$ cat src/inc/dcl_pkg.sv
`default_nettype none
package dcl_pkg;

    localparam int ADDR_W = 8;
    localparam int DATA_W = 32;
    localparam int CODE_W = 10;
    localparam int INT_W  = 2;

    // Register byte offsets
    localparam logic [7:0] OFS_PRIMARY   = 8'h00;
    localparam logic [7:0] OFS_SECONDARY = 8'h04;
    localparam logic [7:0] OFS_EVENT     = 8'h08;
    localparam logic [7:0] OFS_INT_MASK  = 8'h0c;
    localparam logic [7:0] OFS_INT_FLAG  = 8'h10;
    localparam logic [7:0] OFS_STATUS    = 8'h14;
    localparam logic [7:0] OFS_DATA      = 8'h18;
    localparam logic [7:0] OFS_BUFFER    = 8'h1c;

    // Field positions
    localparam int PRI_RESET_BIT   = 0;
    localparam int PRI_ENABLE_BIT  = 1;
    localparam int SEC_REFERENCE_SELECT_FIELD_LSB  = 0;
    localparam int REFERENCE_SELECT_FIELD_W        = 2;
    localparam int SEC_LEFTADJ_BIT = 2;
    localparam int EVT_START_BIT   = 0;
    localparam int EVT_INVERT_BIT  = 1;
    localparam int INT_DONE_BIT    = 0;
    localparam int INT_UNDERRUN_BIT = 1;
    localparam int STS_READY_BIT   = 0;
    localparam int STS_BUSY_BIT    = 1;
    localparam int LEFTADJ_LSB     = 6;

    // Reset values
    localparam logic [REFERENCE_SELECT_FIELD_W-1:0] REFERENCE_SELECT_FIELD_RST = 2'h0;
    localparam logic [CODE_W-1:0]   CODE_RST   = 10'h000;
    localparam logic [INT_W-1:0]    INT_RST    = 2'h0;

    // Timing
    localparam int CLK_PERIOD_NS = 50;
    localparam int CONV_TIME_NS  = 2858;
    localparam int CONV_CYCLES   = (CONV_TIME_NS + CLK_PERIOD_NS - 1) / CLK_PERIOD_NS;
    localparam int STARTUP_NS    = 2000;
    localparam int STARTUP_CYCLES = (STARTUP_NS + CLK_PERIOD_NS - 1) / CLK_PERIOD_NS;
    localparam int CNT_W         = 6;

    typedef enum logic [1:0] {
        DCL_IDLE = 2'b00,
        DCL_LOAD = 2'b01,
        DCL_CONV = 2'b11
    } dcl_seq_state_type;

    function automatic logic dcl_hit(input logic [7:0] addr, input logic [7:0] ofs);
        dcl_hit = (addr == ofs);
    endfunction

endpackage
`default_nettype wire

$ cat src/hw/dcl_evt_sync.sv
`timescale 1ns/1ps
`default_nettype none
module dcl_evt_sync (
    input  wire logic clk_in,
    input  wire logic rst_n_in,
    input  wire logic level_in,
    output logic      rise_out,
    output logic      fall_out
);
    logic meta_q;
    logic sync_q;
    logic last_q;

    // Only sync_q looks at meta_q
    always_ff @(posedge clk_in or negedge rst_n_in) begin
        if (!rst_n_in) begin
            meta_q <= 1'b0;
            sync_q <= 1'b0;
            last_q <= 1'b0;
        end else begin
            meta_q <= level_in;
            sync_q <= meta_q;
            last_q <= sync_q;
        end
    end

    assign rise_out = sync_q & ~last_q;
    assign fall_out = ~sync_q & last_q;
endmodule
`default_nettype wire

$ cat src/hw/dcl_conv_seq.sv
`timescale 1ns/1ps
`default_nettype none
module dcl_conv_seq (
    input  wire logic                       clk_in,
    input  wire logic                       rst_n_in,
    input  wire logic                       clear_in,
    input  wire logic                       start_in,
    input  wire logic [dcl_pkg::CODE_W-1:0] code_in,
    output logic      [dcl_pkg::CODE_W-1:0] code_out,
    output logic                            busy_out,
    output logic                            done_out
);
    import dcl_pkg::*;

    localparam logic [CNT_W-1:0] LAST_CNT = CNT_W'(CONV_CYCLES - 1);

    dcl_seq_state_type state_q;
    dcl_seq_state_type state_d;
    logic [CNT_W-1:0]  cnt_q;
    logic              cnt_end;

    assign cnt_end = (cnt_q == LAST_CNT);

    // A new start restarts the settling time
    always_comb begin
        state_d = state_q;
        case (state_q)
            DCL_IDLE: state_d = start_in ? DCL_LOAD : DCL_IDLE;
            DCL_LOAD: state_d = DCL_CONV;
            DCL_CONV: begin
                if (start_in) begin
                    state_d = DCL_LOAD;
                end else if (cnt_end) begin
                    state_d = DCL_IDLE;
                end
            end
            default: state_d = DCL_IDLE;
        endcase
        if (clear_in) begin
            state_d = DCL_IDLE;
        end
    end

    always_ff @(posedge clk_in or negedge rst_n_in) begin
        if (!rst_n_in) begin
            state_q  <= DCL_IDLE;
            cnt_q    <= '0;
            code_out <= CODE_RST;
            busy_out <= 1'b0;
            done_out <= 1'b0;
        end else begin
            state_q  <= state_d;
            cnt_q    <= (state_q == DCL_CONV) ? cnt_q + 1'b1 : '0;
            busy_out <= (state_d != DCL_IDLE);
            done_out <= (state_q == DCL_CONV) && (state_d == DCL_IDLE) && !clear_in;
            if (start_in && !clear_in) begin
                code_out <= code_in;
            end
        end
    end
endmodule
`default_nettype wire

$ cat src/hw/dcl_top.sv
// What this block does
// - Guard marks block secure: non-secure writes dropped, reads zero, error raised.
// - Guard marks block non-secure: secure and non-secure accesses both accepted.
// - Writing the data register starts a new conversion.
// - An enabled incoming system event also starts a conversion.
// - Secondary control and event control writable only while enable is clear.
// - Writing one to the enable bit switches the converter on.
// - Writing zero to the enable bit switches the converter off.
// - Guard write-lock never blocks accesses from the external debugger.
// - One channel taking a ten-bit code per conversion.
//
// Our own choices: strobed register access and the register offsets.
`timescale 1ns/1ps
`default_nettype none
module dcl_top (
    input  wire logic                       clk_in,
    input  wire logic                       rst_n_in,
    input  wire logic [dcl_pkg::ADDR_W-1:0] addr_in,
    input  wire logic [dcl_pkg::DATA_W-1:0] wdata_in,
    input  wire logic                       wr_in,
    input  wire logic                       rd_in,
    input  wire logic                       secure_access_in,
    input  wire logic                       debug_access_in,
    input  wire logic                       guard_secure_in,
    input  wire logic                       guard_wlock_in,
    input  wire logic                       event_in,
    output logic      [dcl_pkg::DATA_W-1:0] rdata_out,
    output logic                            access_err_out,
    output logic                            irq_out,
    output logic      [dcl_pkg::CODE_W-1:0] dac_code_out,
    output logic                            conv_busy_out,
    output logic      [dcl_pkg::REFERENCE_SELECT_FIELD_W-1:0] ref_select_out,
    output logic                            dac_enable_out,
    output logic                            dac_ready_out
);
    import dcl_pkg::*;

    localparam logic [CNT_W-1:0] STARTUP_LAST = CNT_W'(STARTUP_CYCLES - 1);

    // Control and configuration state
    logic                enable_q;
    logic [REFERENCE_SELECT_FIELD_W-1:0] reference_select_field_q;
    logic                leftadj_q;
    logic                evt_start_q;
    logic                evt_invert_q;
    logic [INT_W-1:0]    mask_q;
    logic [INT_W-1:0]    flag_q;
    logic [INT_W-1:0]    flag_d;
    logic [CODE_W-1:0]   data_q;
    logic [CODE_W-1:0]   buf_q;
    logic [CNT_W-1:0]    startup_q;
    logic                ready_q;
    logic [DATA_W-1:0]   rdata_q;
    logic                err_q;
    logic                irq_q;

    // Access filtering
    logic access_ok;
    logic lock_block;
    logic wr_go;
    logic rd_go;
    logic err_d;

    // Address decode
    logic hit_pri;
    logic hit_sec;
    logic hit_evt;
    logic hit_mask;
    logic hit_flag;
    logic hit_sts;
    logic hit_data;
    logic hit_buf;
    logic wr_pri;
    logic wr_sec;
    logic wr_evt;
    logic wr_mask;
    logic wr_flag;
    logic wr_data;
    logic wr_buf;
    logic sw_reset;

    // Conversion control
    logic              evt_rise;
    logic              evt_fall;
    logic              evt_fire;
    logic              data_start;
    logic              evt_start;
    logic              seq_start;
    logic [CODE_W-1:0] wr_code;
    logic [CODE_W-1:0] seq_code;
    logic [CODE_W-1:0] seq_code_q;
    logic              seq_busy;
    logic              seq_done;
    logic              underrun;
    logic [INT_W-1:0]  flag_set;
    logic [DATA_W-1:0] rd_mux;

    // Secure block refuses non-secure origin; non-secure block takes all
    assign access_ok  = !guard_secure_in || secure_access_in;
    // Debugger writes bypass the guard's write-lock
    assign lock_block = guard_wlock_in && !debug_access_in;
    assign wr_go      = wr_in && access_ok && !lock_block;
    // Reads are never write-locked
    assign rd_go      = rd_in && access_ok;
    assign err_d      = ((wr_in || rd_in) && !access_ok)
                        || (wr_in && access_ok && lock_block);

    assign hit_pri  = dcl_hit(addr_in, OFS_PRIMARY);
    assign hit_sec  = dcl_hit(addr_in, OFS_SECONDARY);
    assign hit_evt  = dcl_hit(addr_in, OFS_EVENT);
    assign hit_mask = dcl_hit(addr_in, OFS_INT_MASK);
    assign hit_flag = dcl_hit(addr_in, OFS_INT_FLAG);
    assign hit_sts  = dcl_hit(addr_in, OFS_STATUS);
    assign hit_data = dcl_hit(addr_in, OFS_DATA);
    assign hit_buf  = dcl_hit(addr_in, OFS_BUFFER);

    assign wr_pri   = wr_go && hit_pri;
    // Enable-protected registers drop writes while running
    assign wr_sec   = wr_go && hit_sec && !enable_q;
    assign wr_evt   = wr_go && hit_evt && !enable_q;
    assign wr_mask  = wr_go && hit_mask;
    assign wr_flag  = wr_go && hit_flag;
    assign wr_data  = wr_go && hit_data;
    assign wr_buf   = wr_go && hit_buf;
    assign sw_reset = wr_pri && wdata_in[PRI_RESET_BIT];

    // Left-adjusted mode takes the code from the upper bits
    assign wr_code = leftadj_q ? wdata_in[LEFTADJ_LSB +: CODE_W]
                               : wdata_in[CODE_W-1:0];

    dcl_evt_sync u_evt_sync (
        .clk_in   (clk_in),
        .rst_n_in (rst_n_in),
        .level_in (event_in),
        .rise_out (evt_rise),
        .fall_out (evt_fall)
    );

    // Polarity bit picks which event edge starts
    assign evt_fire   = evt_invert_q ? evt_fall : evt_rise;
    // Conversions only once the analog side has settled after enable
    assign data_start = wr_data && enable_q && ready_q;
    assign evt_start  = evt_fire && evt_start_q && enable_q && ready_q;
    // Event during a running conversion is dropped, and flagged unless a data write starts in the same cycle
    assign underrun   = evt_start && seq_busy && !data_start;
    assign seq_start  = data_start || (evt_start && !seq_busy);
    // Event path converts the buffered code, data path the fresh write
    assign seq_code   = data_start ? wr_code : buf_q;

    dcl_conv_seq u_conv_seq (
        .clk_in   (clk_in),
        .rst_n_in (rst_n_in),
        .clear_in (!enable_q || sw_reset),
        .start_in (seq_start),
        .code_in  (seq_code),
        .code_out (seq_code_q),
        .busy_out (seq_busy),
        .done_out (seq_done)
    );

    // Flag positions come from the package, not from bit order
    always_comb begin
        flag_set                   = INT_RST;
        flag_set[INT_DONE_BIT]     = seq_done;
        flag_set[INT_UNDERRUN_BIT] = underrun;
    end
    // Hardware set beats a simultaneous write-one clear
    assign flag_d   = (flag_q & ~(wr_flag ? wdata_in[INT_W-1:0] : INT_RST)) | flag_set;

    always_comb begin
        rd_mux = '0;
        if (hit_pri) begin
            rd_mux[PRI_ENABLE_BIT] = enable_q;
        end else if (hit_sec) begin
            rd_mux[SEC_REFERENCE_SELECT_FIELD_LSB +: REFERENCE_SELECT_FIELD_W] = reference_select_field_q;
            rd_mux[SEC_LEFTADJ_BIT] = leftadj_q;
        end else if (hit_evt) begin
            rd_mux[EVT_START_BIT]  = evt_start_q;
            rd_mux[EVT_INVERT_BIT] = evt_invert_q;
        end else if (hit_mask) begin
            rd_mux[INT_W-1:0] = mask_q;
        end else if (hit_flag) begin
            rd_mux[INT_W-1:0] = flag_q;
        end else if (hit_sts) begin
            rd_mux[STS_READY_BIT] = ready_q;
            rd_mux[STS_BUSY_BIT]  = seq_busy;
        end else if (hit_data) begin
            rd_mux[CODE_W-1:0] = data_q;
        end else if (hit_buf) begin
            rd_mux[CODE_W-1:0] = buf_q;
        end
    end

    // Enable bit follows the written value
    always_ff @(posedge clk_in or negedge rst_n_in) begin
        if (!rst_n_in) begin
            enable_q <= 1'b0;
        end else if (sw_reset) begin
            enable_q <= 1'b0;
        end else if (wr_pri) begin
            enable_q <= wdata_in[PRI_ENABLE_BIT];
        end
    end

    // Reference write is dropped while enable is set; software sets it first
    always_ff @(posedge clk_in or negedge rst_n_in) begin
        if (!rst_n_in) begin
            reference_select_field_q  <= REFERENCE_SELECT_FIELD_RST;
            leftadj_q <= 1'b0;
        end else if (sw_reset) begin
            reference_select_field_q  <= REFERENCE_SELECT_FIELD_RST;
            leftadj_q <= 1'b0;
        end else if (wr_sec) begin
            reference_select_field_q  <= wdata_in[SEC_REFERENCE_SELECT_FIELD_LSB +: REFERENCE_SELECT_FIELD_W];
            leftadj_q <= wdata_in[SEC_LEFTADJ_BIT];
        end
    end

    always_ff @(posedge clk_in or negedge rst_n_in) begin
        if (!rst_n_in) begin
            evt_start_q  <= 1'b0;
            evt_invert_q <= 1'b0;
        end else if (sw_reset) begin
            evt_start_q  <= 1'b0;
            evt_invert_q <= 1'b0;
        end else if (wr_evt) begin
            evt_start_q  <= wdata_in[EVT_START_BIT];
            evt_invert_q <= wdata_in[EVT_INVERT_BIT];
        end
    end

    always_ff @(posedge clk_in or negedge rst_n_in) begin
        if (!rst_n_in) begin
            mask_q <= INT_RST;
            flag_q <= INT_RST;
        end else if (sw_reset) begin
            mask_q <= INT_RST;
            flag_q <= INT_RST;
        end else begin
            flag_q <= flag_d;
            if (wr_mask) begin
                mask_q <= wdata_in[INT_W-1:0];
            end
        end
    end

    // Data register keeps what was written, even while disabled
    always_ff @(posedge clk_in or negedge rst_n_in) begin
        if (!rst_n_in) begin
            data_q <= CODE_RST;
            buf_q  <= CODE_RST;
        end else if (sw_reset) begin
            data_q <= CODE_RST;
            buf_q  <= CODE_RST;
        end else begin
            if (wr_data) begin
                data_q <= wr_code;
            end else if (evt_start && !seq_busy) begin
                data_q <= buf_q;
            end
            if (wr_buf) begin
                buf_q <= wr_code;
            end
        end
    end

    // Start-up delay models analog settling after enable
    always_ff @(posedge clk_in or negedge rst_n_in) begin
        if (!rst_n_in) begin
            startup_q <= '0;
            ready_q   <= 1'b0;
        end else if (!enable_q || sw_reset) begin
            startup_q <= '0;
            ready_q   <= 1'b0;
        end else if (!ready_q) begin
            startup_q <= startup_q + 1'b1;
            ready_q   <= (startup_q == STARTUP_LAST);
        end
    end

    always_ff @(posedge clk_in or negedge rst_n_in) begin
        if (!rst_n_in) begin
            rdata_q <= '0;
            err_q   <= 1'b0;
            irq_q   <= 1'b0;
        end else begin
            rdata_q <= rd_go ? rd_mux : '0;
            err_q   <= err_d;
            // Reset write must not leave a stray request behind
            irq_q   <= !sw_reset && |(flag_d & mask_q);
        end
    end

    assign rdata_out      = rdata_q;
    assign access_err_out = err_q;
    assign irq_out        = irq_q;
    assign dac_code_out   = seq_code_q;
    assign conv_busy_out  = seq_busy;
    assign ref_select_out = reference_select_field_q;
    assign dac_enable_out = enable_q;
    assign dac_ready_out  = ready_q;
endmodule
`default_nettype wire

$ cat config.mk
export PLATFORM = sky130hd
export DESIGN_NAME = dcl_top
export DESIGN_NICKNAME = d
export VERILOG_FILES = /design/src/inc/dcl_pkg.sv /design/src/hw/dcl_evt_sync.sv /design/src/hw/dcl_conv_seq.sv /design/src/hw/dcl_top.sv
export SDC_FILE = /design/constraint.sdc
export NUM_CORES = 1
export LEC_CHECK = 0
export BUFFER_PORTS_ARGS = -buffer_cell sky130_fd_sc_hd__buf_2
export CAP_MARGIN = 20
export CORE_MARGIN = 5
export CORE_UTILIZATION = 45
export CTS_CLUSTER_DIAMETER = 100
export DETAILED_ROUTE_END_ITERATION = 8
export MAX_ROUTING_LAYER = met4
export PLACE_DENSITY = 0.71
export SLEW_MARGIN = 20
export SYNTH_ARGS = -nofsm -noshare
export SYNTH_HDL_FRONTEND = slang
export SYNTH_HIERARCHICAL = 1
export SYNTH_SLANG_ARGS = --single-unit
$ cat constraint.sdc
create_clock -name clk_in -period 3.3 [get_ports clk_in]
set_input_delay 0.99 -clock clk_in [delete_from_list [all_inputs] [get_ports clk_in]]
set_output_delay 0.99 -clock clk_in [all_outputs]
set_load 0.05 [all_outputs]
==> flow_summary.yaml <==
status:
  status: "complete, no violations"
synthesis:
  synth_ff_type: "dfrtp_1"
  yosys_warnings: 6
  synth.top_cell.area_share_pct: 47.94
  synth_cell_type_count: 47
  syn_area_sq_um: 3759
  synth-edff-count: 0
  avgSynthCellArea_sq_um: 9.970
  synth_most_common_cell: "dfrtp_1"
  ys_seq_area_share_pct: 47.94
  synth_common_cells: "dfrtp_1 (72), nor2_1 (59), nand2_1 (26)"
  synth_seq_cells: 72
  synth_area_leaders: "dfrtp_1 (48%), nor2_1 (5.9%), mux2_2 (5.7%)"
  async_flop_share_pct: 100.0
  yosys.area.top_type: "dfrtp_1"
  netlist_instances: 377
cts:
  path_clk_slew_ns: 0.07
  post_cts_resized: 0
  cts.sinks: 72
  clockRootBuffer: "clkbuf_8"
  clockBufferDepth: 2
  htree_levels: 3
  cts_inserted_buffers: 9
  cts_tree: "yes"
  clock_latency_ns: 0.35
  post_cts_buffers: 0
  cts_hold_buf: 0
final_layout:
  final_net_count: 493
  final_cell_count_no_fill: 550
  diodes: 0
  drive_gt1_share_pct: 26.29
  final_cell_area_sq_um: 4354
  area_delta_synth_final_pct: 15.85
place:
  placed_area_sq_um: 4120
  port_buffers: 59
  gp_congestion: 0.8847
  dp_cells: 535
  dp_hpwl_microns: 6107
global_routing:
  grt_usage_pct: 17.91
  top_usage_layer: "met2"
  grt_overflow: 0
  grtUsageMet2_pct: 26.51
  grt_max_degree: 73
  gr-usage-met1_pct: 24.25
  grt_antenna_before_repair: 0
  grt_pass1_wl_microns: 14150
  met3_usage_pct: 3.306
  grt_pass1_vias: 2926
power_and_ir_drop:
  sw_frac_of_total_pct: 30.49
  power_density_nw_per_um2: 547.8
  seq_power_share_pct: 45.3
  p_clk_share_pct: 34.5
  p_int_mw: 1.658
  finalPower_mw: 2.385
  cellLeakagePower_nw: 1.999
  p_sw_mw: 0.7272
  vdd_drop_max_mv: 0.2216
  combPwrFrac_pct: 20.3
die:
  initial_core_util_pct: 45.97
  core_area_sq_um: 8175
  ios: 98
  die-area_sq_um: 10280
  fp-row-count: 33
  die_y_microns: 101.4
  die_width_microns: 101.4
critical_path:
  worstSetupEndpointType: "flip-flop"
  crit_buf_inv: 2
  cp.required_ns: 3.53
  cp_top_family: "simple AND/OR/NAND/NOR gates"
  max_stage_delay_ns: 0.54
  cp.arrival_ns: 3.15
  crit_fanout: 10
  cp-start-kind: "primary input"
  critPathMostFrequentCell: "or3_4"
  critPathKind: "primary input to flip-flop"
  slowest_stage: "or4_4"
  crit_chain: "buf_2 -> or3_4 -> or3_4 -> or4_4 -> nand2_1 -> inv_1 -> nor2_4 -> mux2_2"
timing:
  skew_ns: 0.007561
  tns_ns: 0
  final_max_slew_viol_count: 0
  finalSetupViolations: 0
  fmax_ghz: 0.3427
  rsz0062_at_grt: "false"
  layout_min_cycle_time_ns: 2.918
  relSlewSlack_pct: 42.19
  hold_violations: 0
  holdWs_ns: 0.3612
  tightest_slew_ns: 0.8672
  min_period_over_period_pct: 88.42
route:
  first_iter_violations: 153
  drc: 0
  num_vias: 2962
  viasPerCell: 5.385
  postRouteAntennaNets: 0
  wl_per_cell_microns: 15.39
  totalWireLength_microns: 8462
  drt-pass1-iter-count: 4
flow_run:
  drv_cap: 0
hold_path:
  hold_class: "flip-flop to flip-flop"
per-layer routing:
metal	vias to the layer above	routed length, microns
met4	0	149
li1	1420	-
met1	1422	3775
met5	-	0
met2	109	3886
met3	11	651
worst register-to-register path: stages (launching register included):
cell and delay (ns):
dfrtp_1 0.58, nand3_1 0.16, nor3_1 0.16, buf_4 0.24
inv_1 0.06, nand2_1 0.09, inv_1 0.08, nor2_4 0.24
mux2_2 0.37
final cells by class:
type | instances | area [sq um]
clock buffers | 10 | 127.6
multi-input cells | 277 | 1757
clock inverters | 5 | 106.4
fillers | 743 | 3821
well taps | 105 | 131.4
inverters | 8 | 30.03
repair buffers | 73 | 400.4
flip-flops and latches | 72 | 1802
layout by cell type (no fill, tap or decap), drive strengths merged, types with 2 or more instances in the layout:
master   n
buf     73
dfrtp   72
nor2    60
nand2   26
a211oi  25
conb    22
mux2i   19
mux2    19
o21ai   16
nand3   11
clkbuf  10
a22oi    9
a21oi    8
inv      7
nand2b   6
nor3     6
or3      6
xor2     5
nor4     4
nand4    4
nor2b    3
nand4b   3
xnor2    3
ha       3
bufinv   3
and3     2
o31ai    2
o22ai    2
a311oi   2
clkinv   2
or4      2
cell families after synthesis:
family / share of synthesized area (%)
mux: 11.35
simple gates: 17.71
buf+inv: 7.557
flops: 47.94
other cells: 0.09977
fa+ha+maj: 0.9988
xor+xnor: 1.864
compound gates: 12.48
final timing paths:
| path | slack (ns) | to | cells after the start | from |
|---|---|---|---|---|
| min in group asynchronous | 0.83 | startup_q[5]$_DFFE_PN0P_ | 2 | rst_n_in |
| setup / recovery | 0.38 | u_conv_seq/code_out[0]$_DFFE_PN0P_ | 8 | addr_in[5] |
| hold / removal | 0.36 | u_evt_sync/sync_q$_DFF_PN0_ | 0 | u_evt_sync/meta_q$_DFF_PN0_ |
| hold reg to reg | 0.36 | u_evt_sync/sync_q$_DFF_PN0_ | 0 | u_evt_sync/meta_q$_DFF_PN0_ |
| max in group asynchronous | 1.90 | u_conv_seq/code_out[9]$_DFFE_PN0P_ | 2 | rst_n_in |
| setup reg to reg | 1.22 | u_conv_seq/code_out[0]$_DFFE_PN0P_ | 8 | dac_ready_out$_DFF_PN0_ |
stage by stage:
step / setup WS [ns] / utilization, %
after floorplan: 0.03662 / -
after global placement: 0.03722 / 50.40
after detailed placement: 0.009202 / 50.40
after CTS: 0.3832 / 53.26
after global routing: 0.3140 / 53.26
final: 0.3820 / 53.26
sequential cells by signal (all words and copies together), names as in the netlist, 2 cells and up:
signal and count:
mask_q 2, u_conv_seq/state_q 2, rdata_out 10, buf_q 10
flag_q 2, data_q 10, u_conv_seq/cnt_q 6, ref_select_out 2
startup_q 6, u_conv_seq/code_out 10
power groups by stage:
stage | logic (mW) | registers (mW) | clock network [mW]
after floorplan | 0.325 | 1.13 | 0
after CTS | 0.487 | 1.08 | 0.839
after global placement | 0.465 | 1.09 | 0
after global routing | 0.530 | 1.09 | 0.873
final | 0.483 | 1.08 | 0.823
after detailed placement | 0.486 | 1.09 | 0
Power figures use the tool's default switching activity.
